**src/hpwg_pkg.sv**
```systemverilog
// package: constants for the host port write guard
package hpwg_pkg;
    localparam int ADDR_W = 7;
    localparam int DATA_W = 16;
    localparam logic [6:0] STATUS_FLAGS_ADDR = 7'h16;
    localparam logic [6:0] DUMMY_ADDR = 7'h7F;
    localparam logic [15:0] STATUS_FLAGS_RESET = 16'h0000;
    localparam int NUM_REGS = 128;
    localparam logic [6:0] USED_REG_LIMIT = 7'h20;
    localparam int SETUP_CYCLES = 2;
    localparam int STROBE_CYCLES = 3;
    localparam int SETTLE_CYCLES = 2;
    localparam logic [3:0] WAIT_RESET = 4'h0;
    typedef enum logic {
        HPWG_MODE_DUMMY_ADDR,
        HPWG_MODE_ENVELOPE
    } hpwg_mode_type;
endpackage : hpwg_pkg

```
**src/hpwg_bus_if.sv**
```systemverilog
// interface: parallel host port pins shared by host and device
`timescale 1ns/1ps
interface hpwg_bus_if;
    logic cs_n;
    logic wr_n;
    logic rd_n;
    logic [6:0] addr;
    logic [15:0] data_h2d;
    logic [15:0] data_d2h;
    logic data_d2h_oe;
    modport host (output cs_n, output wr_n, output rd_n, output addr, output data_h2d,
        input data_d2h, input data_d2h_oe);
    modport device (input cs_n, input wr_n, input rd_n, input addr, input data_h2d,
        output data_d2h, output data_d2h_oe);
endinterface : hpwg_bus_if

```
**src/hpwg_device.sv**
```systemverilog
// device end: pad write strobe model, register file, status flags
// Operation
// - spurious write when cs falls, wr high
// - wr low outside cs arms spurious write
// - spurious write loads addressed register with data
// - dummy mode: host presets status or unused address
// - status write clears; unused address ignored
// - host holds dummy address through cs settling
// - enveloped read: wr low before cs envelopes cs
// - enveloped write commits on wr rising edge
`timescale 1ns/1ps
module hpwg_device
    import hpwg_pkg::*;
(
    input wire logic i_clk,
    input wire logic i_sys_rst,
    hpwg_bus_if.device bus,
    input wire logic [15:0] i_status_set,
    output logic [15:0] o_status_flags,
    output logic o_internal_write_pulse,
    output logic [6:0] o_write_addr,
    output logic [15:0] o_write_data
);
    // ====================================================
    // pin synchronisers (three stages, stages two and three compared)
    logic [2:0] cs_sync_reg;
    logic [2:0] wr_sync_reg;
    logic [2:0] rd_sync_reg;
    logic cs_n_reg;
    logic wr_n_reg;
    logic rd_n_reg;
    always_ff @(posedge i_clk)
    begin
        if (i_sys_rst)
        begin
            cs_sync_reg <= 3'b111;
            wr_sync_reg <= 3'b111;
            rd_sync_reg <= 3'b111;
        end
        else
        begin
            cs_sync_reg <= {cs_sync_reg[1:0], bus.cs_n};
            wr_sync_reg <= {wr_sync_reg[1:0], bus.wr_n};
            rd_sync_reg <= {rd_sync_reg[1:0], bus.rd_n};
        end
    end
    wire cs_agree = cs_sync_reg[1] == cs_sync_reg[2];
    wire wr_agree = wr_sync_reg[1] == wr_sync_reg[2];
    wire rd_agree = rd_sync_reg[1] == rd_sync_reg[2];
    wire cs_n_next = cs_agree ? cs_sync_reg[2] : cs_n_reg;
    wire wr_n_next = wr_agree ? wr_sync_reg[2] : wr_n_reg;
    wire rd_n_next = rd_agree ? rd_sync_reg[2] : rd_n_reg;
    // ====================================================
    // pad strobe logic
    wire cs_fall = cs_n_reg & ~cs_n_next;
    wire wr_rise = ~wr_n_reg & wr_n_next;
    // flaw latch: set by wr low while deselected, cleared by any write
    logic armed_reg;
    wire stray_wr = ~wr_n_reg & cs_n_reg;
    wire spurious = cs_fall & wr_n_next & armed_reg;
    wire real_wr = wr_rise & ~cs_n_reg;
    wire any_wr = spurious | real_wr;
    logic armed_next;
    assign armed_next = stray_wr ? 1'b1 : (any_wr ? 1'b0 : armed_reg);
    // address and data are registered on every clock; host holds them stable
    logic [6:0] addr_q_reg;
    logic [15:0] data_q_reg;
    always_ff @(posedge i_clk)
    begin
        addr_q_reg <= bus.addr;
        data_q_reg <= bus.data_h2d;
    end
    // ====================================================
    // register file
    logic [15:0] regs_mem [0:NUM_REGS-1];
    logic [15:0] status_reg;
    wire hit_status = addr_q_reg == STATUS_FLAGS_ADDR;
    wire hit_used = (addr_q_reg < USED_REG_LIMIT) & ~hit_status;
    wire do_store = any_wr & hit_used;
    wire do_clear = any_wr & hit_status;
    // hardware set wins over the clear
    wire [15:0] status_next = do_clear ? i_status_set : (status_reg | i_status_set);
    always_ff @(posedge i_clk)
    begin
        if (do_store)
            regs_mem[addr_q_reg] <= data_q_reg;
    end
    always_ff @(posedge i_clk)
    begin
        if (i_sys_rst)
        begin
            cs_n_reg <= 1'b1;
            wr_n_reg <= 1'b1;
            rd_n_reg <= 1'b1;
            armed_reg <= 1'b0;
            status_reg <= STATUS_FLAGS_RESET;
            o_internal_write_pulse <= 1'b0;
            o_write_addr <= '0;
            o_write_data <= '0;
            bus.data_d2h <= '0;
            bus.data_d2h_oe <= 1'b0;
        end
        else
        begin
            cs_n_reg <= cs_n_next;
            wr_n_reg <= wr_n_next;
            rd_n_reg <= rd_n_next;
            armed_reg <= armed_next;
            status_reg <= status_next;
            o_internal_write_pulse <= any_wr;
            if (any_wr)
            begin
                o_write_addr <= addr_q_reg;
                o_write_data <= data_q_reg;
            end
            // unused addresses read zero
            bus.data_d2h <= hit_status ? status_reg : (hit_used ? regs_mem[addr_q_reg] : '0);
            bus.data_d2h_oe <= ~cs_n_reg & ~rd_n_reg;
        end
    end
    assign o_status_flags = status_reg;
endmodule : hpwg_device

```
**src/flat_wrapper.sv**
```systemverilog
// flat-port wrapper written by rule: the top's interface ports become plain ports
module hpwg_device_flat import hpwg_pkg::*;
  (i_clk, i_sys_rst, i_status_set, o_status_flags, o_internal_write_pulse, o_write_addr, o_write_data, bus_cs_n, bus_wr_n, bus_rd_n, bus_addr, bus_data_h2d, bus_data_d2h, bus_data_d2h_oe);
  hpwg_bus_if bus_i ();
  input wire logic i_clk;
  input wire logic i_sys_rst;
  input wire logic [15:0] i_status_set;
  output logic [15:0] o_status_flags;
  output logic o_internal_write_pulse;
  output logic [6:0] o_write_addr;
  output logic [15:0] o_write_data;
  input wire logic [$bits(bus_i.cs_n)-1:0] bus_cs_n;
  input wire logic [$bits(bus_i.wr_n)-1:0] bus_wr_n;
  input wire logic [$bits(bus_i.rd_n)-1:0] bus_rd_n;
  input wire logic [$bits(bus_i.addr)-1:0] bus_addr;
  input wire logic [$bits(bus_i.data_h2d)-1:0] bus_data_h2d;
  output wire logic [$bits(bus_i.data_d2h)-1:0] bus_data_d2h;
  output wire logic [$bits(bus_i.data_d2h_oe)-1:0] bus_data_d2h_oe;
  assign bus_i.cs_n = bus_cs_n;
  assign bus_i.wr_n = bus_wr_n;
  assign bus_i.rd_n = bus_rd_n;
  assign bus_i.addr = bus_addr;
  assign bus_i.data_h2d = bus_data_h2d;
  assign bus_data_d2h = bus_i.data_d2h;
  assign bus_data_d2h_oe = bus_i.data_d2h_oe;
  hpwg_device u_core (.i_clk(i_clk), .i_sys_rst(i_sys_rst), .bus(bus_i), .i_status_set(i_status_set), .o_status_flags(o_status_flags), .o_internal_write_pulse(o_internal_write_pulse), .o_write_addr(o_write_addr), .o_write_data(o_write_data));
endmodule
```
**config.mk**
```make
export PLATFORM = sky130hd
export DESIGN_NAME = hpwg_device_flat
export DESIGN_NICKNAME = d
export VERILOG_FILES = /design/src/hpwg_pkg.sv /design/src/hpwg_bus_if.sv /design/src/hpwg_device.sv /design/src/flat_wrapper.sv
export SDC_FILE = /design/constraint.sdc
export NUM_CORES = 1
export LEC_CHECK = 0
export BUFFER_PORTS_ARGS = -buffer_cell sky130_fd_sc_hd__buf_2
export CAP_MARGIN = 20
export CORE_UTILIZATION = 42
export DETAILED_ROUTE_END_ITERATION = 10
export MAX_ROUTING_LAYER = met4
export PLACE_DENSITY = 0.59
export SYNTH_ARGS = -nofsm -noshare
export SYNTH_HDL_FRONTEND = slang
export SYNTH_SLANG_ARGS = --single-unit
```
**constraint.sdc**
```tcl
create_clock -name i_clk -period 10.5 [get_ports i_clk]
set_input_delay 0.525 -clock i_clk [delete_from_list [all_inputs] [get_ports i_clk]]
set_output_delay 0.525 -clock i_clk [all_outputs]
set_load 0.01 [all_outputs]
```
==> impl_metrics.csv, run 1 <==
group,metric,value,unit
placement,hpwl,32660,microns
power,power_density,191.3,nW/um^2
clock_tree,cts_buffers,61,
critical_path,worstPathArrival,3.58,ns
synth,synth_area,22600,sq um
global_routing,grt_pass1_vias,11980,
route,vias_per_cell,5.662,
final_layout,regMostFlops,"u_core.regs_mem",
status,status,"finished, violations left",
critical_path,start_kind,"flip-flop",
route,ant_nets,0,
clock_tree,cts_root_buf,"clkbuf_16",
synth,ys_types,47,
final_layout,postLayoutCoreUtil,50.35,%
global_routing,grt-ovfl-total,0,
clock_tree,cts_resized,0,
status,violations,"design-rule violations",
route,wl_per_cell,26.17,microns
critical_path,cp_max_fo,50,
timing,hold_violations,0,
critical_path,r2r_slack,7.25,ns
floorplan,die_w,233.9,microns
synth,avgSynthCellArea,18.80,sq um
final_layout,largest_reg_flops,512,
critical_path,slowest_delay,0.94,ns
hold_path,hold_class,"input port to flip-flop",
route,finalWirelength,55640,microns
critical_path,crit_path_cell_trace,"and4b_1 > nor4b_2 > buf_4",
clock_tree,clkSlewWorstSetupHoldPaths,0.06,ns
critical_path,crit_type,"flip-flop to flip-flop",
floorplan,design.die.area,54730,sq um
power,ir_drop,0.1349,mV
hold_path,hold_depth,1,
synth,synth_common_cells,"512 x edfxtp_1, 97 x mux4_2, 93 x dfxtp_1",
timing,drv_slew,0,
final_layout,areaGrowthSynthToFinish,17.81,%
critical_path,slowest_stage,"dfxtp_4",
synth,synthArstFlopShare,0,%
critical_path,ff2ff_path_depth,3,
critical_path,path_depth,3,
synth,syn_inst,1202,
timing,rsz0062_at_grt,"no",
global_routing,grt_pass1_wl,80960,microns
timing,skew,0.02565,ns
synth,synth_flop_cell,"edfxtp_1",
clock_tree,clk_latency,0.62,ns
timing,finalCritPeriodShare,30.99,%
timing,timing.fmax,307.3,MHz
global_routing,antenna_found_initial,3,
timing,finalSetupTns,0,ns
final_layout,layout-drive-gt1-share,28.36,%
synth,synth_top_area_cell,"edfxtp_1",
clock_tree,h-tree-depth,2,
synth,synth_area_leaders,"edfxtp_1 68%, mux4_2 9.7%, dfxtp_1 8.2%",
critical_path,critPathBufInv,1,
timing,layout_min_cycle_time,3.254,ns
route,vias,12040,
floorplan,start_util,42.74,%
timing,slew_headroom,31.47,%
critical_path,crit_family,"simple AND/OR/NAND/NOR gates",
placement,pre_cts_ws,7.229,ns
global_routing,grt_start_max_net_pins,118,
timing,setup_slack,7.246,ns
floorplan,die_h,233.9,microns
clock_tree,cts.sinks,605,
clock_tree,postCtsSetupRepairBufs,0,
final_layout,fin_nets,1428,
timing,setup_viol,0,
floorplan,ios,101,
placement,gp_congestion,0.8586,
synth,synth.ff_latch_count,605,
synth,netlist.area_leader.share,68.04,%
route,drtPass1Iterations,8,
clock_tree,clockBufferDepth,3,
timing,worst_pin_slew,1.026,ns
critical_path,cp_data_required_time,10.83,ns
floorplan,rows,84,
floorplan,core,52870,sq um
final_layout,fin_area,26620,sq um
critical_path,cp-end-kind,"flip-flop",
synth,synth_edf_count,512,
clock_tree,ctsHoldBuffers,21,
synth,yosysWarnings,0,
route,drtIter0Drc,1271,
placement,io_buffers,100,
flow_run,drv_cap,0,
placement,post_dp_cell_area,24280,sq um
clock_tree,cts_tree,"built",
synth,yosysMostFrequentCell,"edfxtp_1",
power,power.leakage,8.873,nW
global_routing,grt_use_total,21.40,%
synth,ys_seq_area_share,76.28,%
route,drc_errors,20,
[worst paths after layout]
kind	endpoint	startpoint
worst max-delay path	u_core.regs_mem[11][5]	u_core.addr_q_reg[1]
worst min register to register	u_core.rd_sync_reg[1]	u_core.rd_sync_reg[0]
worst min-delay path	u_core.addr_q_reg[4]	bus_addr[4]
worst max register to register	u_core.regs_mem[11][5]	u_core.addr_q_reg[1]
[cells in the final DEF, fill, tap and decap left out, types with 7 or more instances in the layout]
cell type and instances:
o22ai_1 48, clkbuf_1 14, mux4_2 97, clkinv_2 8, buf_2 100, or2_2 11, a22oi_1 31, nand3_1 27
nor2_1 42, edfxtp_1 512, clkbuf_16 64, dlygate4sd3_1 21, nand2_1 20, a21oi_1 27, o21ai_0 23, clkbuf_8 11
conb_1 16, a32o_1 15, nor4_2 11, buf_4 64, nor3_2 16, bufinv_16 7, and3_1 15, clkinv_1 7
mux2i_1 62, dfxtp_1 91, a2111oi_0 16, nor3_1 17
[layer usage]
layer	part of all wire [%]	track usage (%)
met4	2.5	6.392
met2	48	33.11
met5	0	-
met1	42	28.60
met3	7.2	4.426
[power by group]
part | switching [W] | internal, W | total (W) | leakage, nW
combinational | 0.000124 | 0.0000788 | 0.000203 | 2.46
sequential | 0.0000232 | 0.00262 | 0.00264 | 5.38
clock | 0.000889 | 0.00136 | 0.00225 | 1.04
total | 0.00104 | 0.00406 | 0.00509 | 8.87
[stage by stage]
step | power (W) | hold slack (ns) | std cells
finish | 0.005092 | 0.03154 | 2126
global route | 0.005250 | 0.003639 | 2125
global placement | 0.002887 | 0.3924 | 1987
detailed placement | 0.002890 | 0.3933 | 1988
CTS | 0.005140 | 0.007395 | 2123
floorplan | 0.002804 | 0.3895 | 1217
[cell families (layout without fill, tap and decap cells)]
group / count (synthesis) / count (layout) / synth area share [%]
AND/OR/NAND/NOR: 180 / 180 / 4.142
multiplexers: 159 / 159 / 12.41
AO/OA/AOI/OAI: 171 / 171 / 5.139
other: 1 / 19 / 0.01660
flip-flops: 605 / 605 / 76.28
buffers and inverters: 86 / 304 / 2.005
[cell type report]
cell class | instances | area [sq um]
repair buffers | 187 | 1222
well taps | 688 | 860.8
clock inverters | 25 | 312.8
multi-input cells | 526 | 5155
clock buffers | 89 | 1805
inverters | 3 | 11.26
fillers | 4310 | 26250
diodes | 3 | 7.507
flip-flops and latches | 605 | 17240
(Power assumes the default switching activity.)
==> run 2: changes to the inputs <==
--- a/config.mk
+++ b/config.mk
@@ -10,7 +10,7 @@
 export CORE_UTILIZATION = 42
 export DETAILED_ROUTE_END_ITERATION = 10
 export MAX_ROUTING_LAYER = met4
-export PLACE_DENSITY = 0.59
+export PLACE_DENSITY = 0.61
 export SYNTH_ARGS = -nofsm -noshare
 export SYNTH_HDL_FRONTEND = slang
 export SYNTH_SLANG_ARGS = --single-unit
==> constraint.sdc (replaced) <==
create_clock -name i_clk -period 2.8 [get_ports i_clk]
set_input_delay 0.14 -clock i_clk [delete_from_list [all_inputs] [get_ports i_clk]]
set_output_delay 0.14 -clock i_clk [all_outputs]
set_load 0.01 [all_outputs]
==> impl_metrics.csv, run 2 (same netlist as run 1, synthesis figures left out) <==
group,metric,value,unit
clock_tree,cts.sinks,605,
floorplan,die_h,233.9,microns
global_routing,grt_start_max_net_pins,62,
route,vias_per_cell,5.610,
final_layout,fin_nets,1476,
floorplan,ios,101,
power,finalPower,0.01860,W
route,ant_nets,0,
clock_tree,clkSlewWorstSetupHoldPaths,0.06,ns
floorplan,die_w,233.9,microns
final_layout,layout-drive-gt1-share,28.77,%
critical_path,cp_max_fo,12,
critical_path,cp-end-kind,"flip-flop",
critical_path,start_kind,"flip-flop",
timing,skew,0.02524,ns
final_layout,areaGrowthSynthToFinish,19.44,%
critical_path,crit_type,"flip-flop to flip-flop",
placement,dpl.cell_count,2015,
hold_path,hold_class,"input port to flip-flop",
status,violations,"design-rule violations",
floorplan,start_util,42.74,%
final_layout,mostFrequentLayoutCells,"512 x edfxtp_1, 100 x buf_2, 97 x mux4_2",
final_layout,regMostFlops,"u_core.regs_mem",
placement,hpwl,34140,microns
critical_path,path_common_cell,"buf_4",
critical_path,crit_path_cell_trace,"and3b_1 > o21a_1 > o21ai_2 > buf_4 > nor4_4 > buf_4",
global_routing,grt-ovfl-total,0,
clock_tree,cts_buffers,61,
timing,finalSetupTns,0,ns
status,status,"finished, violations left",
power,power_density,689.1,nW/um^2
global_routing,grt_pass1_wl,80600,microns
timing,worst_pin_slew,1.126,ns
critical_path,critPathBufInv,2,
placement,io_buffers,100,
timing,rsz0062_at_grt,"no",
timing,setup_viol,0,
flow_run,drv_cap,0,
clock_tree,clk_latency,0.63,ns
final_layout,final_cells,2172,
global_routing,grt_pass1_vias,12160,
clock_tree,cts_root_buf,"clkbuf_16",
timing,finalCritPeriodShare,88.91,%
route,drtPass1Iterations,8,
timing,timing.fmax,401.7,MHz
route,drtIter0Drc,1266,
power,ir_drop,0.4625,mV
floorplan,rows,84,
critical_path,slowest_delay,0.85,ns
final_layout,largest_reg_flops,512,
global_routing,grt_use_total,21.08,%
critical_path,worstPathArrival,2.87,ns
floorplan,design.die.area,54730,sq um
clock_tree,h-tree-depth,2,
power,power.leakage,9.047,nW
timing,hold_violations,0,
floorplan,core,52870,sq um
clock_tree,clockBufferDepth,3,
route,finalWirelength,54940,microns
final_layout,mostFrequentLayoutCell,"edfxtp_1",
timing,layout_min_cycle_time,2.490,ns
timing,slew_headroom,24.91,%
critical_path,slowest_stage,"o21ai_2",
final_layout,n_antenna_cell,0,
clock_tree,cts_tree,"built",
route,vias,12180,
critical_path,cp_data_required_time,3.18,ns
route,drc_errors,8,
placement,gp_congestion,0.8382,
global_routing,antenna_found_initial,0,
route,wl_per_cell,25.30,microns
timing,drv_slew,0,
critical_path,crit_family,"compound AO/OA/AOI/OAI gates",
## run 2: metrics by stage
stage | area [sq um] | hold WS [ns] | utilization, % | worst slack, ns
floorplan | 22710 | 0.1677 | - | -0.5451
global placement | 24610 | 0.2438 | 46.56 | 0.2954
detailed placement | 24610 | 0.2442 | 46.56 | 0.3106
CTS | 26990 | 0.1108 | 51.05 | 0.2932
global route | 26990 | 0.1392 | 51.05 | 0.2155
finish | 26990 | 0.1493 | 51.05 | 0.3105
## run 2: worst paths after layout
kind,from,end,slack [ns],depth (start not counted)
max reg2reg,u_core.wr_n_reg,u_core.regs_mem[16][4],0.31,6
min,bus_data_h2d[5],u_core.data_q_reg[5],0.15,2
max,u_core.wr_n_reg,u_core.regs_mem[16][4],0.31,6
min reg2reg,u_core.rd_sync_reg[0],u_core.rd_sync_reg[1],0.42,1
## run 2: worst register-to-register path: cells and delay by family, from the launching register on
family                 cells  cell delay [ns]
flip-flops                 1             0.37
buffers and inverters      2             0.50
AND/OR/NAND/NOR            2             0.29
AO/OA/AOI/OAI              2             1.08
## run 2: repair_timing
item | in CTS | in global routing
hold buffers | 42 | 0
setup buffers | 0 | 0
setup endpoints to repair | 0 | 0
resized for setup | 0 | 0
endpoints found under the hold margin | 42 | 0
## run 2: power by group
part	switching, W	leakage [nW]	internal [W]
logic	0.000448	2.72	0.000342
clock network	0.00333	0.949	0.00453
registers	0.000129	5.38	0.00982
## run 2: layout make-up
class	instances	area, sq um
Clock buffer	87	1715
Clock inverter	28	239.0
Fill cell	4218	25880
Inverter	3	11.26
Multi-Input combinational cell	526	5186
Sequential cell	605	17240
Tap cell	688	860.8
Timing Repair Buffer	235	1732
## run 2: layer usage
| layer | share of wire, % | global-route usage (%) |
|---|---|---|
| met5 | 0 | - |
| met4 | 2.6 | 6.737 |
| met3 | 6.3 | 3.149 |
| met2 | 47 | 32.28 |
| met1 | 44 | 29.14 |
==> run 3: changes to the inputs <==
--- a/config.mk
+++ b/config.mk
@@ -5,12 +5,14 @@
 export SDC_FILE = /design/constraint.sdc
 export NUM_CORES = 1
 export LEC_CHECK = 0
+export ABC_AREA = 1
 export BUFFER_PORTS_ARGS = -buffer_cell sky130_fd_sc_hd__buf_2
 export CAP_MARGIN = 20
+export CORE_ASPECT_RATIO = 1.4
 export CORE_UTILIZATION = 42
 export DETAILED_ROUTE_END_ITERATION = 10
 export MAX_ROUTING_LAYER = met4
-export PLACE_DENSITY = 0.61
+export PLACE_DENSITY = 0.6
 export SYNTH_ARGS = -nofsm -noshare
 export SYNTH_HDL_FRONTEND = slang
 export SYNTH_SLANG_ARGS = --single-unit
==> impl_metrics.csv, run 3 <==
group,metric,value,unit
route,wl_per_cell,15.98,microns
final_layout,layout-drive-gt1-share,8.354,%
power,power.leakage,26.15,nW
final_layout,regMostFlops,"u_core.regs_mem",
clock_tree,h-tree-depth,3,
power,p_int,0.02727,W
synth,ys_seq_area_share,68.97,%
synth,synth_common_cells,"1377 x nand2_1, 1024 x edfxtp_1, 1004 x inv_1",
timing,worst_pin_slew,0.9829,ns
clock_tree,cts_buffers,105,
floorplan,die_w,285.6,microns
synth,syn_inst,4762,
timing,hold_violations,0,
global_routing,grt_use_total,20.56,%
power,power_density,622.5,nW/um^2
route,drtIter0Drc,2133,
power,power_switching,0.007895,W
timing,finalCritPeriodShare,93.53,%
route,finalWirelength,112600,microns
global_routing,grt_pass1_vias,30390,
clock_tree,clockBufferDepth,3,
route,vias_per_cell,4.468,
timing,rsz0062_at_grt,"no",
placement,io_buffers,100,
synth,netlist.area_leader.share,65.03,%
floorplan,ios,101,
clock_tree,cts_root_buf,"clkbuf_16",
final_layout,postLayoutCoreUtil,50.63,%
critical_path,worstPathArrival,3.24,ns
final_layout,largest_reg_flops,1024,
timing,finalSetupTns,0,ns
final_layout,mostFrequentLayoutCell,"nand2_1",
status,status,"finished, final reports clean",
route,drc_errors,0,
floorplan,die_h,399.0,microns
timing,layout_min_cycle_time,2.619,ns
power,switching_share,22.45,%
synth,synth_area,47280,sq um
synth,synth_top_area_cell,"edfxtp_1",
flow_run,drv_cap,0,
clock_tree,clk_latency,0.70,ns
synth,yosysWarnings,0,
timing,skew,0.02597,ns
critical_path,cp_data_required_time,3.42,ns
critical_path,crit_path_cell_trace,"buf_12 > buf_12 > nor2_1 > nor2_1 > nand2_1 > nand2_1 > nor2_1 > nor2_1 > nor2_1 > nand2_1 > nand2_1 > nand2_1 > nand4_1 > a21oi_1",
power,seqPwrFrac,53.9,%
timing,drv_slew,0,
global_routing,grt_pass1_wl,171800,microns
power,ir_drop,0.3468,mV
global_routing,grt-ovfl-total,0,
synth,ys_types,23,
global_routing,antenna_found_initial,4,
critical_path,slowest_delay,0.48,ns
critical_path,critPathBufInv,2,
critical_path,crit_type,"flip-flop to flip-flop",
timing,slew_headroom,34.47,%
route,vias,31500,
floorplan,design.die.area,113900,sq um
power,clockPowerShare,39.5,%
global_routing,grt_start_max_net_pins,71,
power,finalPower,0.03517,W
timing,timing.fmax,381.8,MHz
final_layout,areaGrowthSynthToFinish,19.48,%
critical_path,start_kind,"flip-flop",
placement,gp_congestion,0.8225,
synth,synth_flop_cell,"edfxtp_1",
placement,hpwl,68350,microns
synth,avgSynthCellArea,9.929,sq um
route,drtPass1Iterations,5,
power,pwr-share-comb,6.6,%
clock_tree,cts_tree,"built",
floorplan,start_util,42.38,%
final_layout,fin_nets,5537,
route,ant_nets,0,
synth,synth_edf_count,1024,
critical_path,cp-end-kind,"flip-flop",
synth,yosysMostFrequentCell,"nand2_1",
floorplan,rows,145,
clock_tree,cts.sinks,1117,
timing,setup_viol,0,
critical_path,crit_family,"simple AND/OR/NAND/NOR gates",
hold_path,hold_class,"input port to flip-flop",
synth,synthArstFlopShare,0,%
synth,synth.ff_latch_count,1117,
synth,synth_area_leaders,"edfxtp_1 65%, nand2_1 11%, inv_1 8.0%",
floorplan,core,111600,sq um
final_layout,mostFrequentLayoutCells,"1376 x nand2_1, 1024 x edfxtp_1, 1002 x inv_1",
critical_path,slowest_stage,"dfxtp_4",
clock_tree,clkSlewWorstSetupHoldPaths,0.06,ns
critical_path,cp_max_fo,65,
==> run 3: worst paths after layout <==
path	start	to	slack (ns)	depth (start not counted)
min	i_sys_rst	u_core.o_write_data[3]	0.07	4
max	u_core.addr_q_reg[0]	u_core.bus.data_d2h[7]	0.18	14
max reg2reg	u_core.addr_q_reg[0]	u_core.bus.data_d2h[7]	0.18	14
min reg2reg	u_core.cs_sync_reg[0]	u_core.cs_sync_reg[1]	0.42	1
==> run 3: metal layers <==
metal / vias to the layer above / part of all wire [%] / track usage [%]
met1: 14840 / 41 / 23.64
met3: 189 / 4.6 / 2.349
met4: 0 / 3.4 / 8.165
met5: - / 0 / -
li1: 15780 / - / -
met2: 694 / 51 / 36.52
==> run 3: layout make-up <==
| cell class | instances | area, sq um |
|---|---|---|
| Tap cell | 1470 | 1839 |
| Clock inverter | 43 | 302.8 |
| Clock buffer | 149 | 3043 |
| Antenna cell | 2 | 5.005 |
| Inverter | 1012 | 3809 |
| Sequential cell | 1117 | 32640 |
| Timing Repair Buffer | 297 | 2885 |
| Multi-Input combinational cell | 2960 | 11970 |
| Fill cell | 10110 | 55080 |
==> run 3: kinds of logic (layout without fill, tap and decap cells) <==
family	count (synthesis)	in the layout	share of synthesized area [%]
AND/OR/NAND/NOR	2364	2364	20.35
flip-flops	1117	1117	68.97
other	1	530	0.007931
buffers and inverters	1212	1501	9.934
AO/OA/AOI/OAI	67	67	0.7145
adder cells (fa/ha/maj)	1	1	0.02117
==> run 3: stage by stage <==
| stage | hold slack (ns) | instances | setup slack (ns) | cell area (sq um) |
|---|---|---|---|---|
| 6_report | 0.07201 | 7050 | 0.1812 | 56490 |
| 5_1_grt | 0.08051 | 7050 | 0.06880 | 56490 |
| 4_1_cts | 0.01624 | 7048 | 0.2214 | 56490 |
| 3_5_place_dp | 0.2435 | 6814 | 0.2427 | 52720 |
| 3_3_place_gp | 0.2442 | 6814 | 0.2485 | 52720 |
| 2_1_floorplan | 0.1677 | 5289 | 0.3651 | 49260 |
==> run 3: what timing repair did <==
item                                    in CTS  in global routing
endpoints found under the setup margin       0                  0
hold buffers                                42                  0
setup buffers                                0                  0
hold endpoints to repair                    42                  0
resized for setup                            0                  0
==> run 3: worst min-delay path: cells and delay by family <==
family	cells	cell delay [ns]
AND/OR/NAND/NOR	1	0.05
buffers and inverters	2	0.37
AO/OA/AOI/OAI	1	0.17
==> run 3: power groups by stage <==
stage          sequential [W]  clock [W]  combinational (W)
5_1_grt                0.0190     0.0148            0.00262
4_1_cts                0.0190     0.0142            0.00233
2_1_floorplan          0.0193          0            0.00132
6_report               0.0190     0.0139            0.00232
3_3_place_gp           0.0193          0            0.00226
3_5_place_dp           0.0193          0            0.00227
